===== config.mk =====
export PLATFORM = sky130hd
export DESIGN_NAME = ilo_override
export DESIGN_NICKNAME = d
export VERILOG_FILES = /design/src/ilo_pkg.sv /design/src/ilo_calc_if.sv /design/src/ilo_limit_calc.sv /design/src/ilo_override.sv
export SDC_FILE = /design/constraint.sdc
export NUM_CORES = 1
export LEC_CHECK = 0
export BUFFER_PORTS_ARGS = -buffer_cell sky130_fd_sc_hd__buf_2
export CORE_MARGIN = 5
export CORE_UTILIZATION = 46
export DETAILED_ROUTE_END_ITERATION = 8
export PLACE_DENSITY = 0.83
export SYNTH_ARGS = -nofsm -noshare
export SYNTH_HDL_FRONTEND = slang
export SYNTH_SLANG_ARGS = --single-unit

===== constraint.sdc =====
create_clock -name core_clk -period 2.7 [get_ports core_clk]
set_clock_uncertainty 0.15 [all_clocks]
set_input_delay 0.405 -clock core_clk [delete_from_list [all_inputs] [get_ports core_clk]]
set_output_delay 0.405 -clock core_clk [all_outputs]
set_load 0.02 [all_outputs]

===== src/ilo_pkg.sv =====
// Constants for the input current limit override block.
// Assumes one system clock; imported by the calculator, the override and the bench, but not by the interface.
package ilo_pkg;
    // **********************************************************
    // Register map
    // **********************************************************
    localparam logic [7:0] ILO_STATUS_ADDR = 8'h0d;
    localparam logic [7:0] ILO_CTRL_ADDR = 8'h0e;
    localparam logic [7:0] ILO_CTRL_RESET = 8'h00;
    localparam logic [7:0] ILO_CTRL_WMASK = 8'h0f;
    localparam logic [7:0] ILO_RDATA_IDLE = 8'h00;
    // Control field positions
    localparam int ILO_HOLD_BIT = 0;
    localparam int ILO_SDP_LSB = 1;
    localparam int ILO_SDP_MSB = 2;
    localparam int ILO_CDP_BIT = 3;
    // **********************************************************
    // Charger types and limit codes
    // **********************************************************
    localparam logic [1:0] ILO_TYPE_SDP = 2'h1;
    localparam logic [1:0] ILO_TYPE_CDP = 2'h2;
    localparam logic [1:0] ILO_SDP_OFF = 2'h0;
    localparam logic [1:0] ILO_SDP_500MA = 2'h1;
    localparam logic [1:0] ILO_SDP_1A0 = 2'h2;
    localparam logic [1:0] ILO_SDP_1A5 = 2'h3;
    localparam logic [6:0] ILO_CODE_500MA = 7'h0f;
    localparam logic [6:0] ILO_CODE_1A0 = 7'h1e;
    localparam logic [6:0] ILO_CODE_1A5 = 7'h2d;
    localparam logic [6:0] ILO_CODE_RESET = 7'h00;
    localparam int ILO_CODE_W = 7;
endpackage


===== src/ilo_calc_if.sv =====
// Carrier between the override top and its limit calculator.
// Assumes both ends sit on the same clock.
`timescale 1ns/1ns
interface ilo_calc_if;
    logic [6:0] base_code;
    logic [1:0] chg_type;
    logic cdp_cap;
    logic [1:0] sdp_sel;
    logic [6:0] result_code;
    modport calc (input base_code, chg_type, cdp_cap, sdp_sel,
        output result_code);
    modport top (output base_code, chg_type, cdp_cap, sdp_sel,
        input result_code);
endinterface


===== src/ilo_limit_calc.sv =====
// Combinational limit rewrite from charger type and cap fields.
// Assumes inputs are stable registered values on the system clock.
`timescale 1ns/1ns
module ilo_limit_calc
    import ilo_pkg::*;
(
    ilo_calc_if.calc cif
);
    // **********************************************************
    // Override selection
    // **********************************************************
    // Charging port cap takes precedence over the standard cap
    always_comb begin
        cif.result_code = cif.base_code;
        if (cif.cdp_cap && cif.chg_type >= ILO_TYPE_CDP) begin
            cif.result_code = ILO_CODE_1A5;
        end else if (cif.chg_type >= ILO_TYPE_SDP) begin
            case (cif.sdp_sel)
                ILO_SDP_500MA: cif.result_code = ILO_CODE_500MA;
                ILO_SDP_1A0: cif.result_code = ILO_CODE_1A0;
                ILO_SDP_1A5: cif.result_code = ILO_CODE_1A5;
                default: cif.result_code = cif.base_code;
            endcase
        end
    end
endmodule


===== src/ilo_override.sv =====
// Input current limit override: control register and limit output.
// Assumes register port and detection signals share core_clk.
`timescale 1ns/1ns
module ilo_override
    import ilo_pkg::*;
(
    input wire logic core_clk,
    input wire logic rstn,
    input wire logic [7:0] reg_addr,
    input wire logic reg_wr,
    input wire logic reg_rd,
    input wire logic [7:0] reg_wdata,
    output logic [7:0] reg_rdata,
    input wire logic [6:0] base_limit_code,
    input wire logic [1:0] detected_charger_type,
    input wire logic [2:0] prior_charger_type,
    input wire logic detection_running,
    output logic [6:0] input_current_limit_code
);
    // Prior type input is not read by any logic, so it is unused
    logic [7:0] ctrl_q, ctrl_d;
    logic [7:0] rdata_q, rdata_d;
    logic [6:0] code_q, code_d;
    logic hold;
    ilo_calc_if cif ();

    // **********************************************************
    // Register port
    // **********************************************************
    // Control write and registered read answer
    always_comb begin
        ctrl_d = ctrl_q;
        rdata_d = ILO_RDATA_IDLE;
        if (reg_wr && reg_addr == ILO_CTRL_ADDR) begin
            ctrl_d = reg_wdata & ILO_CTRL_WMASK;
        end
        if (reg_rd) begin
            case (reg_addr)
                ILO_CTRL_ADDR: rdata_d = ctrl_q;
                ILO_STATUS_ADDR: rdata_d = {1'b0, code_q};
                default: rdata_d = ILO_RDATA_IDLE;
            endcase
        end
    end

    // Register state
    always_ff @(posedge core_clk or negedge rstn) begin
        if (!rstn) begin
            ctrl_q <= ILO_CTRL_RESET;
            rdata_q <= ILO_RDATA_IDLE;
        end else begin
            ctrl_q <= ctrl_d;
            rdata_q <= rdata_d;
        end
    end

    assign reg_rdata = rdata_q;

    // **********************************************************
    // Limit calculation
    // **********************************************************
    // Feed calculator from control fields and detection
    assign cif.base_code = base_limit_code;
    assign cif.chg_type = detected_charger_type;
    assign cif.cdp_cap = ctrl_q[ILO_CDP_BIT];
    assign cif.sdp_sel = ctrl_q[ILO_SDP_MSB:ILO_SDP_LSB];

    ilo_limit_calc u_calc (
        .cif(cif)
    );

    // Hold gate and output code update
    always_comb begin
        hold = ctrl_q[ILO_HOLD_BIT] && detection_running;
        code_d = code_q;
        if (!hold) begin
            code_d = cif.result_code;
        end
    end

    // Output code register
    always_ff @(posedge core_clk or negedge rstn) begin
        if (!rstn) begin
            code_q <= ILO_CODE_RESET;
        end else begin
            code_q <= code_d;
        end
    end

    assign input_current_limit_code = code_q;
endmodule


### Word-level counts from Yosys, hierarchy flattened

Cells that the tools add are included.

| storage, ports and cells | value |
|---|---|
| register bits | 19 |
| output and inout bits | 15 |
| logic and storage cells | 18 |

| cells by class | value |
|---|---|
| $lt $le $gt $ge | 2 |
| equal/unequal tests | 5 |
| multiplexer cells | 5 |
| reductions and logical operators | 3 |

Operator list:

| operator | count |
|---|---|
| $pmux W7 S3 | 1 |
| $eq A8 B4 Y1 const B | 2 |
| $mux W7 | 2 |
| $pmux W7 S2 | 1 |
| $mux W8 | 1 |
| $eq A2 B2 Y1 const B | 2 |
| $logic_and A1 B1 Y1 | 3 |
| $eq A2 B1 Y1 const B | 1 |
| $ge A2 B1 Y1 const B | 1 |
| $ge A2 B2 Y1 const B | 1 |

### Longest topological paths before layout

| logic depth | value |
|---|---|
| depth after elaboration | 4 |
| depth in mapped cells | 5 |
| mapped depth without buffers | 5 |

### Hierarchy

From an unflattened synthesis, not the netlist that was laid out.

| unflattened totals | value |
|---|---|
| cells, all modules | 80 |
| area, all modules | 942.2 um^2 |

Modules (own cells, without submodules):

| module | instances | cells each | area each (um^2) |
|---|---|---|---|
| ilo_override | 1 | 50 | 718.2 |
| ilo_limit_calc | 1 | 30 | 224.0 |

### Worst setup path after synthesis

Ideal clock, no wire load.

| path | value |
|---|---|
| path type | input port to flip-flop |
| from | in reg_addr[4] |
| to | reg ctrl_q[0] |
| library setup time | 125 ps |
| arrival time | 1,128 ps |
| setup slack | 1,297 ps |
| stages on the path | 3 |
| path buffers | 0 |
| cells stage by stage | and4bb_2 nand4_4 mux2_2 |

| between the ends | value |
|---|---|
| word-level cells in the longest chain between the ends | 2 |

Ends and longest elaborated chain:

| what | line | RTL |
|---|---|---|
| start: declaration | ilo_override.sv:9 | `input wire logic [7:0] reg_addr,` |
| $eq A8 B4 Y1 | ilo_override.sv:34 | `if (reg_wr && reg_addr == ILO_CTRL_ADDR) begin` |
| $logic_and A1 B1 Y1 | ilo_override.sv:34 |  |
| end signal: assignment | ilo_override.sv:52 | `ctrl_q <= ctrl_d;` |
| end: declaration | ilo_override.sv:21 | `logic [7:0] ctrl_q, ctrl_d;` |

No other way between the ends.
A chain may end at the register's enable or synchronous reset.

### Worst setup path after layout

| path | value |
|---|---|
| from | reg ctrl_q[1] |
| to | reg code_q[5], in the netlist input_current_limit_code[5] |

| between the ends | value |
|---|---|
| word-level cells in the longest chain between the ends | 4 |
| elaborated cells on any way between the ends | 6 |
| classes of those cells | eq/ne (3); mux (3) |

Ends and longest elaborated chain:

| what | line | RTL |
|---|---|---|
| $eq A2 B2 Y1 or $eq A2 B1 Y1 (tied branches) | ilo_limit_calc.sv:18 | `case (cif.sdp_sel)` |
| $pmux W7 S3 * | ilo_limit_calc.sv:18 |  |
| $mux W7 * | ilo_limit_calc.sv:17 | `end else if (cif.chg_type >= ILO_TYPE_SDP) begin` |
| $mux W7 * | ilo_limit_calc.sv:15 | `if (cif.cdp_cap && cif.chg_type >= ILO_TYPE_CDP) begin` |
| end signal: assignment | ilo_override.sv:86 | `code_q <= code_d;` |
| end: declaration | ilo_override.sv:23 | `logic [6:0] code_q, code_d;` |

Every way passes the cells marked *; elsewhere a longest branch is shown, timed or not.

==> impl_metrics.tcl <==
set metrics [dict create \
    status "completed" \
    max_freq_ghz 0.635 \
    yosysMostFrequentCell "dfrtp_1" \
    fin_nets 159 \
    ys_seq_area_frac 0.520 \
    remaining_drc_errors 0 \
    netlist_instances 78 \
    clkSinkCount 18 \
    syn_area_um2 866 \
    p_total_mw 0.511 \
    viasPerCell 5.17 \
    hpwl_um 1700 \
    htreeDepth 1 \
    grtUsageTotal 0.157 \
    synth_area_per_cell_um2 11.1 \
    synth_top_cells_by_count "dfrtp_1 (18), nor2_1 (9), inv_1 (5), nand2_1 (5)" \
    synth_fa_ha_area_frac 0.0578 \
    io_buffer_count 39 \
    ys.flop_type "dfrtp_1" \
    vias 749 \
    ys_ff_latch 18 \
    worstPathMaxFanout 5 \
    wire_per_inst_um 13.8 \
    setup_viol 0 \
    cts_resized 0 \
    drive_gt1_frac 0.433 \
    timing.setup.tns_ps 0 \
    pwr_density_cell_nw_per_um2 457 \
    synth_fp_nets 115 \
    ioPinCount 48 \
    synth_cell_type_count 25 \
    start_util 0.491 \
    cts_root_buf "clkbuf_4" \
    synth_top_area_share 0.520 \
    synthSimpleGateAreaFrac 0.181 \
    totalWireLength_um 2010 \
    synth_xor_area_frac 0 \
    cts_buffers 3 \
    final.period_utilization 0.584 \
    muxShareOfSynthArea 0.0983 \
    syn_to_final_growth_pct 29.0 \
    core_area_um2 1760 \
    drtPass1Iterations 4 \
    stdcell_count 145 \
    met1_usage 0.167 \
    cts_tree "built" \
    yosysTopAreaCell "dfrtp_1" \
    crit_type "flop to flop" \
    yosysWarnings 0 \
    gr-total-overflow 0 \
    antenna_found_initial 0 \
    drt_iter0_markers 10 \
    vdd_drop_max_uv 423 \
    max-cap-violations 0 \
    hold_viol 0 \
    dieArea_um2 2850 \
    final_util 0.633 \
    die_w_um 53.4 \
    cts_setup_buffers 0 \
    path_buf_inv 1 \
    cpMaxStageDelayCell "dfrtp_1" \
    rows 15 \
    grt_pass1_vias 733 \
    clk_path_buf_depth 2 \
    ant_nets 0 \
    synth-edff-count 0 \
    slowest_delay_ps 450 \
    grt.met3_usage 0.0563 \
    arrival_ps 1600 \
    place_inst 141 \
    grt_max_degree 19 \
    leakagePower_nw 0.636 \
    die_h_um 53.4 \
    busiest_layer "met2" \
    use_met2 0.282 \
    cp-start-kind "flop" \
    clkLatencyLatePin_ps 290 \
    hold_class "input pin to flop" \
    async_flop_share 1.00 \
    gp_congestion 0.761 \
    fill_cells 169 \
    synth_compound_area_frac 0.108 \
    period_minus_slack_ps 1580 \
    cp_top_family "flip-flops" \
    drv_slew 0 \
    hold_slack_ps 192 \
    rsz0062_at_grt "false" \
    antennaDiodeCount 0 \
    synth_area_leaders "dfrtp_1 (52%), ha_1 (5.8%), mux2_2 (5.2%)" \
    grt_pass1_wl_um 3130 \
    cp-end-kind "flop" \
    cp_cell_sequence "inv_1, ha_1, o21bai_2, mux2i_1, a21oi_1" \
    crit_required_ps 2730 \
    path_clk_slew_ps 90 \
    synth_top_family_by_area "simple AND/OR/NAND/NOR gates" \
]
[worst register-to-register path, stage by stage, from the launching register on]
cell and delay [ps]:
dfrtp_1 450, inv_1 100, ha_1 230, o21bai_2 250, mux2i_1 210, a21oi_1 90
[stage by stage]
stage,setup slack [ps],area [um^2]
floorplan,1300,866
global route,994,1120
detailed placement,1120,1080
CTS,1100,1120
global placement,1160,1080
finish,1120,1120
[logic make-up (layout without fill, tap and decap cells)]
family                   after synthesis  in the layout
AO/OA/AOI/OAI                         14             14
adder cells (fa/ha/maj)                4              4
buffers and inverters                  6             48
flip-flops                            18             18
multiplexers                           8              8
other                                  1              1
AND/OR/NAND/NOR                       27             27
[timing repair]
action                     in CTS  in global routing
hold endpoints to repair       18                  0
hold buffers                    1                  0
setup endpoints to repair       0                  0
[sequential cells by signal (all words and copies together), names as in the netlist]
signal,cells
ctrl_q,4
input_current_limit_code,7
reg_rdata,7
[routing by layer]
layer | up-vias | share of wire
met1 | 353 | 0.35
met4 | 0 | 0.015
met5 | - | 0
met3 | 8 | 0.081
met2 | 35 | 0.55
li1 | 353 | -
[cell type report]
class	instances	area (um^2)	area share
clock buffers	3	22.5	0.0202
inverters	5	18.8	0.0168
multi-input cells	54	389	0.348
flip-flops and latches	18	450	0.403
well taps	25	31.3	0.0280
repair buffers	40	205	0.184
[path summary, 6_finish.rpt]
kind                                        startpoint  depth (start not counted)  slack (ps)                          end
setup / recovery                             ctrl_q[1]                          5        1120  input_current_limit_code[5]
hold / removal                            reg_wdata[0]                          2         190                    ctrl_q[0]
max in group asynchronous                         rstn                          2        1690  input_current_limit_code[5]
setup reg to reg                             ctrl_q[1]                          5        1120  input_current_limit_code[5]
min in group asynchronous                         rstn                          2         430                 reg_rdata[3]
hold reg to reg            input_current_limit_code[4]                          2         370  input_current_limit_code[4]
[placed cells by master (no fill, tap or decap), types with 3 or more instances in the layout]
cell type	instances
a21oi_1	3
a22oi_1	4
and3_1	4
buf_2	39
clkbuf_4	3
dfrtp_1	18
ha_1	4
inv_1	5
mux2_2	4
mux2i_1	4
nand2_1	5
nor2_1	9
[report_power, final]
part	switching, mW	internal, mW
clock network	0.0761	0.0519
logic	0.0486	0.0397
registers	0.0120	0.282
total	0.137	0.374
Power figures use the tool's default switching activity.
